### src/include/pattern_sync_indicator_ais_defs.vh
// What this block does
// - Alarm frame starts with first subframe lead bit
// - Payload blocks alternate, one first after overhead
// - Pattern unframed, no framing bits inserted
// - 15-bit sequence for DS3/STS-1, 23-bit for E3
// - Both source selects high sends test sequence
// - Detector always runs on received data
// - Status pin driven in both modes
// - Out of sync holds status pin high
// - In sync: low, one pulse per error
// - Sync status bit reads one when unsynced
// - Sync change latches, interrupt if enabled
// - Bit error latches, interrupt if enabled
// - Recovered clock output beside recovered data
`ifndef PATTERN_SYNC_INDICATOR_AIS_DEFS_VH
`define PATTERN_SYNC_INDICATOR_AIS_DEFS_VH

// ****************************************************************
// Register map (byte addresses)
// ****************************************************************
`define REG_CONFIG 8'h00
`define REG_STATUS 8'h04
`define REG_LATCH 8'h08
`define REG_IRQ_EN 8'h0c

// Field positions
`define CFG_SRC_A 0
`define CFG_SRC_B 1
`define CFG_AIS 2
`define CFG_E3 3
`define ST_SYNC 0
`define ST_ERR 1
`define LT_SYNC 0
`define LT_ERR 1

// Reset values
`define CONFIG_RST 4'h0
`define IRQ_EN_RST 2'h0

// Timing and sizes
`define PAYLOAD_BITS 84
`define OVH_PER_SUB 8
`define SUBFRAMES 7
`define SYNC_COUNT 6'h20
`define LOSS_ERRS 4'h8

`endif

### src/rtl/pattern_sync_indicator_lfsr.v
`timescale 1ns/1ps
`include "pattern_sync_indicator_ais_defs.vh"

// ****************************************************************
// Shared pseudorandom shift register, 15 or 23 stage
// ****************************************************************
module pattern_sync_indicator_lfsr #(
    parameter W = 23
) (
    input wire core_clk,
    input wire nrst,
    input wire advance,
    input wire use_long,
    input wire load,
    input wire load_bit,
    output wire next_bit,
    output reg [W-1:0] state_q
);
    // Feedback: x^15+x^14+1 or x^23+x^18+1, unframed
    assign next_bit = use_long ? (state_q[22] ^ state_q[17]) :
                                 (state_q[14] ^ state_q[13]);

    // Shift either generated or loaded bits
    always @(posedge core_clk) begin
        if (!nrst) begin
            state_q <= {W{1'b1}};
        end else if (advance) begin
            state_q <= {state_q[W-2:0], load ? load_bit : next_bit};
        end
    end
endmodule

### src/rtl/pattern_sync_indicator_ais_test_pattern.v
`timescale 1ns/1ps
`include "pattern_sync_indicator_ais_defs.vh"

module pattern_sync_indicator_ais_test_pattern (
    input wire core_clk,
    input wire nrst,
    input wire hardware_mode_select,
    input wire pin_tx_source_sel_a,
    input wire pin_tx_source_sel_b,
    input wire pin_e3_mode,
    input wire tx_bit_en,
    input wire tx_user_data,
    output reg tx_line_data_q,
    input wire rx_bit_en,
    input wire rx_line_data,
    output reg rx_data_q,
    output reg rx_clk_en_q,
    output reg pattern_status_pin_q,
    input wire [7:0] s_axi_awaddr,
    input wire s_axi_awvalid,
    output wire s_axi_awready,
    input wire [31:0] s_axi_wdata,
    input wire [3:0] s_axi_wstrb,
    input wire s_axi_wvalid,
    output wire s_axi_wready,
    output reg [1:0] s_axi_bresp,
    output reg s_axi_bvalid,
    input wire s_axi_bready,
    input wire [7:0] s_axi_araddr,
    input wire s_axi_arvalid,
    output wire s_axi_arready,
    output reg [31:0] s_axi_rdata,
    output reg [1:0] s_axi_rresp,
    output reg s_axi_rvalid,
    input wire s_axi_rready,
    output wire irq
);
    // ****************************************************************
    // Registers and configuration
    // ****************************************************************
    reg [3:0] config_q;
    reg [1:0] latch_q;
    reg [1:0] irq_en_q;
    reg pattern_sync_indicator_q;
    reg pattern_error_status_q;
    wire src_a;
    wire src_b;
    wire e3_sel;
    wire send_pattern_sync_indicator;
    wire send_ais;

    // Pins in hardware mode, register bits in bus mode; the alarm select is always the register bit
    assign src_a = hardware_mode_select ? pin_tx_source_sel_a : config_q[`CFG_SRC_A];
    assign src_b = hardware_mode_select ? pin_tx_source_sel_b : config_q[`CFG_SRC_B];
    assign e3_sel = hardware_mode_select ? pin_e3_mode : config_q[`CFG_E3];
    assign send_pattern_sync_indicator = src_a & src_b;
    assign send_ais = ~send_pattern_sync_indicator & config_q[`CFG_AIS];

    // ****************************************************************
    // Transmit: pattern generator
    // ****************************************************************
    wire gen_bit;

    pattern_sync_indicator_lfsr #(.W(23)) u_gen (
        .core_clk(core_clk),
        .nrst(nrst),
        .advance(tx_bit_en & send_pattern_sync_indicator),
        .use_long(e3_sel),
        .load(1'b0),
        .load_bit(1'b0),
        .next_bit(gen_bit),
        .state_q()
    );

    // ****************************************************************
    // Transmit: alarm indication frame
    // ****************************************************************
    reg [2:0] ais_sub_q;
    reg [2:0] ais_ovh_q;
    reg [6:0] ais_pos_q;
    wire ais_bit;

    // Overhead bit value by subframe and position
    function ovh_value;
        input [2:0] sub;
        input [2:0] pos;
        begin
            if (pos == 3'h0) begin
                ovh_value = (sub == 3'h0) | (sub == 3'h1) | (sub == 3'h5);
            end else if (pos == 3'h1 || pos == 3'h7) begin
                ovh_value = 1'b1;
            end else begin
                ovh_value = 1'b0;
            end
        end
    endfunction

    // Position 0 is overhead, then 84 payload bits starting with one
    assign ais_bit = (ais_pos_q == 7'h00) ? ovh_value(ais_sub_q, ais_ovh_q) :
                     ais_pos_q[0];

    // Walk subframe, overhead slot and payload position
    // Held at the first lead bit while the frame is off, so it always starts clean
    always @(posedge core_clk) begin
        if (!nrst || !send_ais) begin
            ais_sub_q <= 3'h0;
            ais_ovh_q <= 3'h0;
            ais_pos_q <= 7'h00;
        end else if (tx_bit_en) begin
            if (ais_pos_q == `PAYLOAD_BITS) begin
                ais_pos_q <= 7'h00;
                if (ais_ovh_q == `OVH_PER_SUB - 1) begin
                    ais_ovh_q <= 3'h0;
                    ais_sub_q <= (ais_sub_q == `SUBFRAMES - 1) ? 3'h0 : ais_sub_q + 3'h1;
                end else begin
                    ais_ovh_q <= ais_ovh_q + 3'h1;
                end
            end else begin
                ais_pos_q <= ais_pos_q + 7'h01;
            end
        end
    end

    // Output mux for transmit line
    // Test sequence wins when both sources are selected
    always @(posedge core_clk) begin
        if (!nrst) begin
            tx_line_data_q <= 1'b0;
        end else if (tx_bit_en) begin
            if (send_pattern_sync_indicator) begin
                tx_line_data_q <= gen_bit;
            end else if (send_ais) begin
                tx_line_data_q <= ais_bit;
            end else begin
                tx_line_data_q <= tx_user_data;
            end
        end
    end

    // ****************************************************************
    // Receive: recovered clock and data pass-through
    // ****************************************************************
    // Recovered strobe is delayed with the data so both leave aligned
    always @(posedge core_clk) begin
        if (!nrst) begin
            rx_data_q <= 1'b0;
            rx_clk_en_q <= 1'b0;
        end else begin
            rx_clk_en_q <= rx_bit_en;
            if (rx_bit_en) begin
                rx_data_q <= rx_line_data;
            end
        end
    end

    // ****************************************************************
    // Receive: pattern detector, always enabled
    // ****************************************************************
    wire det_pred;
    reg [5:0] good_cnt_q;
    reg [3:0] bad_cnt_q;
    reg in_sync_q;
    reg err_pulse_q;
    wire mismatch;

    assign mismatch = det_pred ^ rx_line_data;

    pattern_sync_indicator_lfsr #(.W(23)) u_det (
        .core_clk(core_clk),
        .nrst(nrst),
        .advance(rx_bit_en),
        .use_long(e3_sel),
        .load(~in_sync_q),
        .load_bit(rx_line_data),
        .next_bit(det_pred),
        .state_q()
    );

    // Sync search self-seeds; loss after repeated errors
    // Once locked the register runs on its own prediction, so one bad bit gives one pulse
    // Eight errors are needed to drop lock, so a burst of noise only pulses the pin
    always @(posedge core_clk) begin
        if (!nrst) begin
            good_cnt_q <= 6'h00;
            bad_cnt_q <= 4'h0;
            in_sync_q <= 1'b0;
            err_pulse_q <= 1'b0;
        end else begin
            err_pulse_q <= 1'b0;
            if (rx_bit_en) begin
                if (!in_sync_q) begin
                    good_cnt_q <= mismatch ? 6'h00 : good_cnt_q + 6'h01;
                    if (!mismatch && good_cnt_q == `SYNC_COUNT - 6'h01) begin
                        in_sync_q <= 1'b1;
                        bad_cnt_q <= 4'h0;
                    end
                end else if (mismatch) begin
                    err_pulse_q <= 1'b1;
                    bad_cnt_q <= bad_cnt_q + 4'h1;
                    if (bad_cnt_q == `LOSS_ERRS - 4'h1) begin
                        in_sync_q <= 1'b0;
                        good_cnt_q <= 6'h00;
                    end
                end
            end
        end
    end

    // Status pin: high out of sync, error pulses when in sync
    // Reset leaves the pin high: a detector that has not locked reports out of sync
    always @(posedge core_clk) begin
        if (!nrst) begin
            pattern_status_pin_q <= 1'b1;
        end else begin
            pattern_status_pin_q <= ~in_sync_q | err_pulse_q;
        end
    end

    // ****************************************************************
    // Status bits, latches and interrupt
    // ****************************************************************
    reg aw_hold_q;
    reg w_hold_q;
    reg [7:0] aw_addr_q;
    reg [31:0] w_data_q;
    reg w_strb_q;
    wire do_write;
    wire sync_change;
    reg [1:0] clr_mask;

    // Compare against the next value so the latch sets in the same cycle as the bit
    assign sync_change = pattern_sync_indicator_q != ~in_sync_q;
    assign do_write = aw_hold_q & w_hold_q & ~s_axi_bvalid;

    // Write-one-to-clear mask for latched bits
    always @* begin
        clr_mask = 2'h0;
        if (do_write && aw_addr_q == `REG_LATCH && w_strb_q) begin
            clr_mask = w_data_q[1:0];
        end
    end

    // Live status and sticky events; set wins over clear
    always @(posedge core_clk) begin
        if (!nrst) begin
            pattern_sync_indicator_q <= 1'b1;
            pattern_error_status_q <= 1'b0;
            latch_q <= 2'h0;
        end else begin
            pattern_sync_indicator_q <= ~in_sync_q;
            pattern_error_status_q <= err_pulse_q;
            latch_q[`LT_SYNC] <= sync_change | (latch_q[`LT_SYNC] & ~clr_mask[0]);
            latch_q[`LT_ERR] <= err_pulse_q | (latch_q[`LT_ERR] & ~clr_mask[1]);
        end
    end

    assign irq = |(latch_q & irq_en_q);

    // ****************************************************************
    // AXI4-Lite slave
    // ****************************************************************
    assign s_axi_awready = ~aw_hold_q;
    assign s_axi_wready = ~w_hold_q;
    assign s_axi_arready = ~s_axi_rvalid;

    // True for the four register offsets; others answer with an error
    function addr_mapped;
        input [7:0] addr;
        begin
            addr_mapped = (addr == `REG_CONFIG) || (addr == `REG_STATUS) ||
                          (addr == `REG_LATCH) || (addr == `REG_IRQ_EN);
        end
    endfunction

    // Write channel capture, register update and response
    always @(posedge core_clk) begin
        if (!nrst) begin
            aw_hold_q <= 1'b0;
            w_hold_q <= 1'b0;
            aw_addr_q <= 8'h00;
            w_data_q <= 32'h0;
            w_strb_q <= 1'b0;
            s_axi_bvalid <= 1'b0;
            s_axi_bresp <= 2'h0;
            config_q <= `CONFIG_RST;
            irq_en_q <= `IRQ_EN_RST;
        end else begin
            if (s_axi_awvalid && !aw_hold_q) begin
                aw_hold_q <= 1'b1;
                aw_addr_q <= s_axi_awaddr;
            end
            if (s_axi_wvalid && !w_hold_q) begin
                w_hold_q <= 1'b1;
                w_data_q <= s_axi_wdata;
                // Strobe is kept with the data; the live pin may have moved on
                w_strb_q <= s_axi_wstrb[0];
            end
            if (do_write) begin
                s_axi_bvalid <= 1'b1;
                s_axi_bresp <= 2'h0;
                if (aw_addr_q == `REG_CONFIG) begin
                    if (w_strb_q) begin
                        config_q <= w_data_q[3:0];
                    end
                end else if (aw_addr_q == `REG_IRQ_EN) begin
                    if (w_strb_q) begin
                        irq_en_q <= w_data_q[1:0];
                    end
                end else if (!addr_mapped(aw_addr_q)) begin
                    s_axi_bresp <= 2'h2;
                end
            end
            if (s_axi_bvalid && s_axi_bready) begin
                s_axi_bvalid <= 1'b0;
                aw_hold_q <= 1'b0;
                w_hold_q <= 1'b0;
            end
        end
    end

    // Read channel
    always @(posedge core_clk) begin
        if (!nrst) begin
            s_axi_rvalid <= 1'b0;
            s_axi_rdata <= 32'h0;
            s_axi_rresp <= 2'h0;
        end else if (s_axi_arvalid && !s_axi_rvalid) begin
            s_axi_rvalid <= 1'b1;
            s_axi_rresp <= addr_mapped(s_axi_araddr) ? 2'h0 : 2'h2;
            if (s_axi_araddr == `REG_CONFIG) begin
                s_axi_rdata <= {28'h0, config_q};
            end else if (s_axi_araddr == `REG_STATUS) begin
                s_axi_rdata <= {30'h0, pattern_error_status_q, pattern_sync_indicator_q};
            end else if (s_axi_araddr == `REG_LATCH) begin
                s_axi_rdata <= {30'h0, latch_q};
            end else if (s_axi_araddr == `REG_IRQ_EN) begin
                s_axi_rdata <= {30'h0, irq_en_q};
            end else begin
                s_axi_rdata <= 32'h0;
            end
        end else if (s_axi_rvalid && s_axi_rready) begin
            s_axi_rvalid <= 1'b0;
        end
    end
endmodule

### config.mk
export PLATFORM = sky130hd
export DESIGN_NAME = pattern_sync_indicator_ais_test_pattern
export DESIGN_NICKNAME = d
export VERILOG_FILES = /design/src/rtl/pattern_sync_indicator_lfsr.v /design/src/rtl/pattern_sync_indicator_ais_test_pattern.v
export VERILOG_INCLUDE_DIRS = /design/src /design/src/include
export SDC_FILE = /design/constraint.sdc
export NUM_CORES = 1
export LEC_CHECK = 0
export BUFFER_PORTS_ARGS = -buffer_cell sky130_fd_sc_hd__buf_2
export CAP_MARGIN = 5
export CORE_MARGIN = 2
export CORE_UTILIZATION = 49
export CTS_BUF_LIST = sky130_fd_sc_hd__clkbuf_4 sky130_fd_sc_hd__clkbuf_8
export CTS_CLUSTER_DIAMETER = 200
export DETAILED_ROUTE_END_ITERATION = 12
export MAX_ROUTING_LAYER = met4
export PLACE_DENSITY = 0.77
export REMOVE_ABC_BUFFERS = 1
export SLEW_MARGIN = 20
export SYNTH_ARGS = -nofsm -noshare
export SYNTH_HDL_FRONTEND = slang
export SYNTH_SLANG_ARGS = --single-unit
export TNS_END_PERCENT = 10
### constraint.sdc
create_clock -name core_clk -period 2.9 [get_ports core_clk]
set_input_delay 0.58 -clock core_clk [delete_from_list [all_inputs] [get_ports core_clk]]
set_output_delay 0.58 -clock core_clk [all_outputs]
set_load 0.02 [all_outputs]
After elaboration in Yosys (flattened, before gate mapping)
Index checks and enable logic that the tools add are counted.
{"block": "totals", "ff_bits": 138, "input_bits": 67, "out_inout_bits": 46, "word_cells": 153}
{"block": "classes", "add_sub_neg": 5, "n_eq_ne": 17, "mux": 37, "bitwise_logic": 28, "reduce_logical": 38}
{"operator": "== test 8 x 4 -> 1 bit, second input constant", "n": 4}
{"operator": "two-way mux 6 bit", "n": 4}
{"operator": "two-way mux 1 bit", "n": 18}
{"operator": "== test 8 x 3 -> 1 bit, second input constant", "n": 2}
{"operator": "zero test 8 bit", "n": 2}
{"operator": "two-way mux 2 bit", "n": 8}
{"operator": "two-way mux 4 bit", "n": 4}
{"operator": "AND reduction 3 bit", "n": 5}
{"operator": "inverter 1 bit", "n": 10}
{"operator": "== test 3 bit, second input constant", "n": 3}
{"operator": "logical AND 1 bit", "n": 8}
{"operator": "logical OR 1 bit", "n": 8}
{"operator": "adder 7 x 1 -> 7 bit, second input constant", "n": 1}
{"operator": "bitwise AND 1 bit", "n": 7}
{"operator": "== test 7 bit, second input constant", "n": 1}
{"operator": "zero test 7 bit", "n": 1}
{"operator": "two-way mux 7 bit", "n": 1}
{"operator": "adder 3 x 1 -> 3 bit, second input constant", "n": 2}
{"operator": "adder 6 x 1 -> 6 bit, second input constant", "n": 1}
{"operator": "== test 3 x 1 -> 1 bit, second input constant", "n": 2}
{"operator": "== test 6 x 5 -> 1 bit, second input constant", "n": 1}
{"operator": "zero test 1 bit", "n": 6}
{"operator": "zero test 3 bit", "n": 2}
{"operator": "two-way mux 3 bit", "n": 2}
{"operator": "11 further kinds", "n": 22}

Depth between registers and ports, before layout
Gate-level depths: netlist (run 1).
{"block": "logic_depth", "word_depth": 8, "depth_mapped": 8, "mapped_depth_nobuf": 7}

Hierarchy
From an unflattened synthesis (run 1), not the netlist that was laid out.
{"block": "unflattened", "hier_cells": 514, "area_unflattened_um2": 4873.4}
{"module": "pattern_sync_indicator_ais_test_pattern", "instances": 1, "cells_per_inst": 352, "area_per_inst_um2": 3131.8, "seq_area_each_um2": 1241.2}
{"module": "pattern_sync_indicator_lfsr", "instances": 2, "cells_per_inst": 81, "area_per_inst_um2": 870.8, "seq_area_each_um2": 460.4}

Worst setup path before layout (run 1)
OpenSTA, ideal clock, no wires.
{"block": "synth_timing", "path_kind": "in2reg", "from": "input hardware_mode_select", "to": "register bad_cnt_q[1]", "arrival_time_ns": 2.138, "t_required_ns": 2.829, "path_slack_ns": 0.692, "cell_stages": 5, "cell_sequence": "mux2i_2 > mux2i_4 > mux2_2 > or3b_1 > a21oi_1"}
{"block": "synth_between", "elab_chain_len": 7, "elab_cells_between_ends": 8, "cone_classes": "eq/ne: 1; mux: 2; bitwise: 1; reduce/logical: 4"}
{"item": "from (decl)", "line_no": "pattern_sync_indicator_ais_test_pattern.v:7", "text": "input wire hardware_mode_select,"}
{"item": "two-way mux 1 bit *", "line_no": "pattern_sync_indicator_ais_test_pattern.v:55", "text": "assign e3_sel = hardware_mode_select ? pin_e3_mode : config_q[`CFG_E3];"}
{"item": "two-way mux 1 bit *", "line_no": "pattern_sync_indicator_lfsr.v:20", "text": "assign next_bit = use_long ? (state_q[22] ^ state_q[17]) :"}
{"item": "bitwise XOR 1 bit *", "line_no": "pattern_sync_indicator_ais_test_pattern.v:166", "text": "assign mismatch = det_pred ^ rx_line_data;"}
{"item": "zero test 1 bit", "line_no": "pattern_sync_indicator_ais_test_pattern.v:193", "text": "if (!mismatch && good_cnt_q == `SYNC_COUNT - 6'h01) begin"}
{"item": "logical AND 1 bit", "line_no": "pattern_sync_indicator_ais_test_pattern.v:193"}
{"item": "nonzero test 2 bit (no source line)"}
{"item": "AND reduction 3 bit (no source line) *"}
{"item": "to (signal assigned)", "line_no": "pattern_sync_indicator_ais_test_pattern.v:199", "text": "bad_cnt_q <= bad_cnt_q + 4'h1;"}
{"item": "to (decl)", "line_no": "pattern_sync_indicator_ais_test_pattern.v:161", "text": "reg [3:0] bad_cnt_q;"}
Mark *: on every way between the ends. The rest lies on a longest branch, timed or not.
A chain may end at the register's enable or synchronous reset.

Worst setup path in the final report (run 1)
Ends and elaborated chain as after synthesis.

==> results of run 1 <==
==> placed cells by master (no fill, tap or decap), drive strengths merged, types with 2 or more instances in the layout <==
cell,count
mux2,3
clkinv,2
a21oi,18
xor2,5
mux4,2
a32oi,2
nand3b,5
ha,8
or3b,3
clkinvlp,2
a31oi,2
xnor2,8
clkbuf,11
o21a,3
a22oi,3
or4,3
buf,58
nand2,85
conb,30
nand4,4
nor3,7
o21ai,8
inv,11
and2,4
nand2b,6
or2,3
nor4,2
a21boi,2
nor2b,4
nand3,33
mux2i,53
nor2,49
dfxtp,108
a211oi,3
a311oi,3
o211ai,2
==> cells by family after synthesis <==
family,after synthesis,synth area share
fa+ha+maj,8,0.0214
other cells,1,0.000802
xor+xnor,13,0.0244
mux,58,0.134
simple gates,211,0.205
compound gates,54,0.0760
buf+inv,65,0.0763
flops,108,0.462
==> per-layer routing <==
| metal | GRT usage | wire length (um) | part of all wire |
|---|---|---|---|
| met5 | - | 0 | 0 |
| met2 | 0.273 | 3870 | 0.46 |
| met4 | 0.0634 | 106 | 0.013 |
| met1 | 0.204 | 3830 | 0.46 |
| met3 | 0.0656 | 528 | 0.063 |
==> cell type report <==
class                           instances  area, um^2  share of cell area
Clock buffer                           11         151              0.0294
Clock inverter                          5        58.8              0.0114
Inverter                               11        41.3             0.00802
Multi-Input combinational cell        374        2270               0.440
Sequential cell                       108        2160               0.420
Tap cell                              129         161              0.0313
Timing Repair Buffer                   58         308              0.0598
==> sequential cells by signal, summed over array words and instances (netlist names), 2 cells and up <==
name and flops:
ais_ovh_q 3, ais_pos_q 7, ais_sub_q 3, aw_addr_q 8, bad_cnt_q 4, config_q 4
good_cnt_q 6, irq_en_q 2, latch_q 2, s_axi_rdata 4, u_det.state_q 23, u_gen.state_q 23
w_data_q 4
==> power groups by stage <==
stage | Clock (mW) | Combinational [mW] | Sequential [mW]
after floorplan | 0 | 0.144 | 1.58
after global placement | 0 | 0.229 | 1.58
after detailed placement | 0 | 0.237 | 1.58
after CTS | 0.978 | 0.237 | 1.55
after global routing | 1.04 | 0.263 | 1.56
final | 0.940 | 0.237 | 1.55
==> how the worst min path moves through the flow <==
stage,start,endpoint,slack [ns]
5_1_grt,s_axi_rready,s_axi_rvalid,0.37
4_1_cts,s_axi_rready,s_axi_rvalid,0.37
3_3_place_gp,u_gen.state_q[10],u_gen.state_q[11],0.45
2_1_floorplan,err_pulse_q,pattern_status_pin_q,0.43
3_5_place_dp,u_gen.state_q[10],u_gen.state_q[11],0.45
6_report,s_axi_rready,s_axi_rvalid,0.39
==> per-stage QoR <==
stage          std cells  total power [mW]  cell area (um^2)
2_1_floorplan        493              1.73              4470
3_3_place_gp         680              1.81              4940
3_5_place_dp         680              1.82              4940
4_1_cts              696              2.77              5150
5_1_grt              696              2.86              5150
6_report             696              2.73              5150
==> out/summary.txt, run 1 <==
Crit path depth: 6
RR Endpoint: tx_line_data_q
Final ANT Viol Nets: 0
Yosys reg bits: 108
RSZ-0062 raised after global routing: no
Fmax: 0.450 GHz
Top-count cell post-synth: dfxtp_1
Unique masters post-synth: 50
Placer Congestion: 0.788
Crit Path Class: input port to flop
R2r worst-path depth: 7
Sequential power share: 0.568
Worst Hold Class: input port to flop
Outcome: finished, final reports clean
Hold depth: 2
Syn_area_per_cell: 9.03 um^2
End-of-flow core utilization: 0.557
CTS Buffer Depth: 2
Clock-pin slew on the worst setup and hold paths: 0.09 ns
Fillers: 840
Pre-antenna DRT Iters: 4
Initial antenna violation count: 0
DRC: 0
Top FF cell, synth: dfxtp_1
Row count: 35
Synth top area share: 0.462
Crit-path cells: buf_2, mux2i_2, mux2i_4, mux2_2, or3b_1, a21oi_1
Tcrit/Tclk final: 0.766
Worst skew pair latency: 0.36 ns
# nets final: 637
Clock share of power: 0.345
Comb pwr share: 0.087
CP startpoint: hardware_mode_select
Hold_buf cts: 0
PwrDens: 530 nW/um^2
Number of DRC markers in iteration 0: 172
CP top delay family: multiplexers
WP data required: 3.20 ns
R2r setup slk: 0.71 ns
Setup TNS: 0 ns
Leak: 2.15 nW
Total die area: 10300 um^2
Ys async rst share: 0
Worst path bufs/invs: 1
Worst slew pin tran: 0.900 ns
Critical path peak fanout: 7
Yosys top cell by area: dfxtp_1
Sink Count: 108
CP Capture Type: flop
Cts bufs inserted: 9
Drt wl/cell: 12.0 um
Cell Int Power: 2.06 mW
Clk_skew: 0.00639 ns
Htree depth: 3
TritonCTS clock tree: done
Setup WS pre-CTS: 0.298 ns
Gr usage total: 0.174
Core area: 9240 um^2
Post-Synthesis Cells: 518
Max-slew violation count: 0
Switching share of power: 0.246
Relative slew slack: 0.399
CP arrival: 2.52 ns
Final setup viols: 0
Post-synth top cells: dfxtp_1, nand2_1, mux2i_1, nor2_1, nand3_1
Largest cells by area after synthesis: dfxtp_1, mux2i_1, nand2_1, buf_4, nor2_1
Switching power total: 0.670 mW
Global-route wire length before repair: 13.9 mm
GRT overflow: 0
Die Y: 102 um
Number of global-route vias before repair: 3236
Min Tclk post-route: 2.22 ns
CP Launch Type: input port
Yosys warning count: 0
Final hold slack: 0.393 ns
I/O pin count: 113
CTS Root Cell: clkbuf_8
Post-Syn Area: 4680 um^2
Hpwl dp: 5.98 mm
Largest net degree at the start of global routing: 40
DR vias/cell: 4.99
Sequential share of the synthesized area: 0.462
Post-Route WL: 8.34 mm
Critical path endpoint: bad_cnt_q[1]
Share of cells above drive strength 1: 0.152
Peak supply drop: 0.349 mV
Crit path max-delay cell type: mux2i_4
Slowest stage delay, CP: 0.44 ns
Diode count: 0
Hold Vio Cnt, Final: 0
PortBufs: 51
Area grow syn2layout: 10.1%
PostCTS Resize Cnt: 0
DR vias: 3473
Critical R2R Launch: ais_pos_q[0]
Post-synth EDFFs: 0
Die width: 102 um
Final WS setup: 0.678 ns
Setup bufs post-CTS: 0
Initial Util: 0.506
MaxCap Viol Count: 0
Power figures use the tool's default switching activity.
==> run 2: changes to the inputs <==
PLACE_DENSITY = 0.8   (was 0.77)
clock period = 1.8 ns   (was 2.9 ns; I/O delays follow)
==> out/summary.txt, run 2 (synthesis results as in run 1) <==
Switching share of power: 0.270 (+0.0242)
DRC: 0 (unchanged)
DP Cell Count: 707 (+4.0%)
CTS Root Cell: clkbuf_8
CP Launch Type: flop
# nets final: 664 (+4.2%)
Crit Path Class: flop to flop
Number of global-route vias before repair: 3381 (+4.5%)
Global-route wire length before repair: 14.8 mm (+6.2%)
Initial antenna violation count: 0 (unchanged)
Pre-antenna DRT Iters: 4 (unchanged)
CP top delay family: simple AND/OR/NAND/NOR gates
Area grow syn2layout: 15.8%
GRT overflow: 0 (unchanged)
Core area: 9240 um^2 (unchanged)
Worst Hold Class: input port to flop
Largest net degree at the start of global routing: 44 (+10%)
CTS Buffer Depth: 2 (unchanged)
Gr usage total: 0.183 (+0.00846)
Fmax: 0.488 GHz
Total die area: 10300 um^2 (unchanged)
Fillers: 787 (-6.3%)
Critical path peak fanout: 2 (-5)
DR vias: 3692 (+6.3%)
Sequential power share: 0.580 (+0.012)
Leak: 2.28 nW (+6.1%)
Placer Congestion: 0.821 (+4.3%)
Sink Count: 108 (unchanged)
Setup TNS: -0.459 ns (-0.459 ns)
Crit-path cells: inv_2, ha_1, or3b_4, or4_4, a211o_1, a311o_1, a31oi_1
Tcrit/Tclk final: 1.14
Worst skew pair latency: 0.37 ns (about the same)
RSZ-0062 raised after global routing: yes
Number of DRC markers in iteration 0: 162 (-5.8%)
I/O pin count: 113 (unchanged)
CP arrival: 2.36 ns (-0.16 ns)
PwrDens: 795 nW/um^2 (+50%)
Hpwl dp: 6.47 mm (+8.1%)
Largest registers: u_det.state_q: 23 flops, u_gen.state_q: 23 flops, aw_addr_q: 8 flops
Post-Route WL: 9.04 mm (+8.5%)
Outcome: complete, but fails checks
Crit path max-delay cell type: or4_4
DR vias/cell: 5.11 (+2.3%)
WP data required: 2.11 ns (-1.09 ns)
Clk_skew: 0.0145 ns (+0.00810 ns)
Comb pwr share: 0.098 (+0.011)
Most common cell after layout, fill and taps aside: dfxtp_1
Worst path bufs/invs: 1 (unchanged)
MaxCap Viol Count: 0 (unchanged)
Die width: 102 um (unchanged)
Initial Util: 0.506 (unchanged)
TritonCTS clock tree: done
Failing checks: setup timing
Cts bufs inserted: 9 (unchanged)
Row count: 35 (unchanged)
Overall power: 4.30 mW (+58%)
Clock share of power: 0.322 (-0.023)
End-of-flow core utilization: 0.586 (+0.0287)
Min Tclk post-route: 2.05 ns
Share of cells above drive strength 1: 0.219 (+0.0672)
Switching power total: 1.16 mW (+73%)
Post-route insts no fill: 723 (+3.9%)
Die Y: 102 um (unchanged)
Slowest stage delay, CP: 0.43 ns (about the same)
Htree depth: 3 (unchanged)
Cell Int Power: 3.14 mW (+53%)
Diode count: 0 (unchanged)
Clock-pin slew on the worst setup and hold paths: 0.11 ns (+0.02 ns)
Final WS setup: -0.249 ns (-0.928 ns)
Hold Vio Cnt, Final: 0 (unchanged)
PortBufs: 51 (unchanged)
Setup bufs post-CTS: 0 (unchanged)
Most frequent cells in the layout: dfxtp_1, nand2_1, buf_2, mux2i_1, nor2_1
Peak supply drop: 0.364 mV (+4.1%)
Max-slew violation count: 0 (unchanged)
Setup WS pre-CTS: -0.316 ns (-0.614 ns)
Drt wl/cell: 12.5 um (+4.4%)
Final ANT Viol Nets: 0 (unchanged)
CP Capture Type: flop
Final setup viols: 5 (+5)
-- run 2: cell type report --
class                           count  area (um^2)  share of cell area
Tap cell                          129          161              0.0298
Clock inverter                      7         61.3              0.0113
Sequential cell                   108         2170               0.400
Clock buffer                        9          124              0.0229
Timing Repair Buffer               85          527              0.0973
Inverter                           11         41.3             0.00763
Multi-Input combinational cell    374         2330               0.431
-- run 2: path summary, 6_finish.rpt --
path,from,to,slack [ns],cells after the start
worst min register to register,u_gen.state_q[0],u_gen.state_q[1],0.46,2
worst max-delay path,ais_pos_q[0],tx_line_data_q,-0.25,7
worst max register to register,ais_pos_q[0],tx_line_data_q,-0.25,7
worst min-delay path,s_axi_rready,s_axi_rvalid,0.16,2
-- run 2: per-stage QoR --
| step | instance area, um^2 | hold WS, ns |
|---|---|---|
| after floorplan | 4470 | 0.422 |
| after global placement | 5150 | 0.448 |
| after CTS | 5360 | 0.147 |
| after global routing | 5410 | 0.144 |
| final | 5410 | 0.164 |
| after detailed placement | 5150 | 0.454 |
-- run 2: what timing repair did --
action,CTS,global route
endpoints found under the setup margin,11,16
gates resized for setup,10,12
pin swaps,2,5
hold buffers,0,0
-- run 2: power by group through the flow --
stage	registers [mW]	logic (mW)	clock network, mW
2_1_floorplan	2.55	0.233	0
3_3_place_gp	2.54	0.402	0
3_5_place_dp	2.55	0.415	0
4_1_cts	2.49	0.418	1.43
5_1_grt	2.51	0.463	1.52
6_report	2.50	0.422	1.39
-- run 2: metal layers --
metal	part of all wire	track usage	vias up
met5	0	-	-
met1	0.45	0.217	1753
met4	0.015	0.0603	0
li1	-	-	1847
met2	0.49	0.303	78
met3	0.046	0.0455	14
==> run 3: changes to the inputs <==
CORE_ASPECT_RATIO = 1.1   (was unset)
CORE_UTILIZATION = 50   (was 49)
PLACE_DENSITY = 0.81   (was 0.8)
==> out/summary.txt, run 3 (synthesis results as in run 1) <==
Outcome: complete, but fails checks
Failing checks: setup timing
Final WS setup: -0.225 ns (+0.0241 ns)
Total die area: 10100 um^2 (-1.9%)
DR vias/cell: 5.18 (+1.4%)
Max-slew violation count: 0 (unchanged)
CTS Root Cell: clkbuf_8
CP arrival: 2.33 ns (-0.03 ns)
CP Capture Type: flop
Row count: 37 (+5.7%)
I/O pin count: 113 (unchanged)
Critical path peak fanout: 2 (unchanged)
Crit-path cells: inv_1, ha_1, or3b_4, or4_4, a211o_1, a311o_1, a31oi_1
Slowest stage delay, CP: 0.43 ns (about the same)
Leak: 2.32 nW (+1.5%)
Gr usage total: 0.184 (+0.00105)
Clock share of power: 0.399 (+0.077)
CTS Buffer Depth: 2 (unchanged)
PortBufs: 51 (unchanged)
Setup bufs post-CTS: 0 (unchanged)
Post-Route WL: 9.06 mm (+0.17%)
Worst slew pin tran: 0.571 ns
Clk_skew: 0.00896 ns (-0.00552 ns)
Hold Vio Cnt, Final: 0 (unchanged)
Switching share of power: 0.232 (-0.0377)
Comb pwr share: 0.085 (-0.013)
Die width: 96.2 um (-5.4%)
Worst path bufs/invs: 1 (unchanged)
Share of cells above drive strength 1: 0.212 (-0.00735)
Initial antenna violation count: 0 (unchanged)
Area grow syn2layout: 16.6%
Fillers: 770 (-2.2%)
Worst Hold Class: input port to flop
CP top delay family: simple AND/OR/NAND/NOR gates
Initial Util: 0.508 (+0.00151)
Global-route wire length before repair: 14.7 mm (-0.98%)
Most common cell after layout, fill and taps aside: dfxtp_1
Fmax: 0.494 GHz (+1.2%)
Cts bufs inserted: 9 (unchanged)
End-of-flow core utilization: 0.592 (+0.00582)
Final ANT Viol Nets: 0 (unchanged)
Core area: 9210 um^2 (-0.30%)
Pre-antenna DRT Iters: 5 (+1)
Hold_buf cts: 0 (unchanged)
Hpwl dp: 6.51 mm (+0.59%)
Largest net degree at the start of global routing: 47 (+6.8%)
Clock-pin slew on the worst setup and hold paths: 0.10 ns (about the same)
Most frequent cells in the layout: dfxtp_1, nand2_1, buf_2, mux2i_1, nor2_1
Die Y: 105 um (+3.7%)
Placer Congestion: 0.831 (+1.2%)
RSZ-0062 raised after global routing: yes
Number of DRC markers in iteration 0: 135 (-17%)
Largest registers: u_det.state_q: 23 flops, u_gen.state_q: 23 flops, aw_addr_q: 8 flops
Sequential power share: 0.516 (-0.064)
GRT overflow: 0 (unchanged)
Drt wl/cell: 12.8 um (+2.3%)
CP Launch Type: flop
Number of global-route vias before repair: 3418 (+1.1%)
Final setup viols: 4 (-1)
Area occupied by multi-input gates: 2320 um^2 (-0.59%)
Crit path max-delay cell type: or4_4
DR vias: 3666 (-0.70%)
Relative slew slack: 0.619
Sink Count: 108 (unchanged)
TritonCTS clock tree: done
DRC: 0 (unchanged)
Diode count: 0 (unchanged)
Final hold slack: 0.169 ns (+0.00522 ns)
Htree depth: 3 (unchanged)
Setup WS pre-CTS: -0.290 ns (+0.0262 ns)
Crit Path Class: flop to flop
MaxCap Viol Count: 0 (unchanged)
Peak supply drop: 0.552 mV (+52%)
Tcrit/Tclk final: 1.13 (-0.0134)
Switching power total: 1.12 mW (-3.2%)
Sequential Area: 2160 um^2 (about the same)
Setup TNS: -0.308 ns (+0.151 ns)
WP data required: 2.11 ns (about the same)
Cell Int Power: 3.72 mW (+18%)
PwrDens: 888 nW/um^2 (+12%)
Min Tclk post-route: 2.03 ns (-0.0241 ns)
# nets final: 661 (-0.45%)
Worst skew pair latency: 0.37 ns (about the same)
==> run 3: through the flow <==
stage	instance area, um^2	power [mW]	std cells
after floorplan	4470	2.79	493
after global placement	5120	2.94	692
after detailed placement	5120	2.95	692
after CTS	5410	4.87	708
after global routing	5450	4.99	708
final	5450	4.84	708
==> run 3: path summary, 6_finish.rpt <==
kind | to | start | cells past startpoint | slack (ns)
max | tx_line_data_q | ais_pos_q[0] | 7 | -0.23
min | s_axi_rvalid | s_axi_rready | 2 | 0.17
max reg2reg | tx_line_data_q | ais_pos_q[0] | 7 | -0.23
min reg2reg | u_gen.state_q[11] | u_gen.state_q[10] | 2 | 0.48
==> run 3: power by group through the flow <==
stage / logic [mW] / registers (mW) / clock network [mW]
after detailed placement: 0.403 / 2.55 / 0
after global placement: 0.390 / 2.55 / 0
after floorplan: 0.233 / 2.55 / 0
final: 0.411 / 2.50 / 1.93
after CTS: 0.406 / 2.50 / 1.96
after global routing: 0.451 / 2.51 / 2.03
==> run 3: routing by layer <==
layer / wire length (um) / track usage / vias to the layer above
li1: - / - / 1831
met3: 366 / 0.0343 / 12
met5: 0 / - / -
met4: 138 / 0.0724 / 0
met2: 4480 / 0.303 / 78
met1: 4070 / 0.220 / 1745
==> run 3: area by class of cell <==
class                   count  area share
multi-input cells         374       0.426
flip-flops and latches    108       0.397
repair buffers             82      0.0932
well taps                 117      0.0269
clock buffers              10      0.0252
clock inverters             6      0.0246
inverters                  11     0.00757
==> run 3: worst reg2reg max path, stage by stage (launching register included) <==
cell,delay [ns]
dfxtp_2,0.33
inv_1,0.05
ha_1,0.12
or3b_4,0.37
or4_4,0.43
a211o_1,0.25
a311o_1,0.30
a31oi_1,0.11
==> run 3: what timing repair did <==
action / CTS / global route
resized for setup: 7 / 13
setup endpoints to repair: 7 / 15
pin swaps: 2 / 3
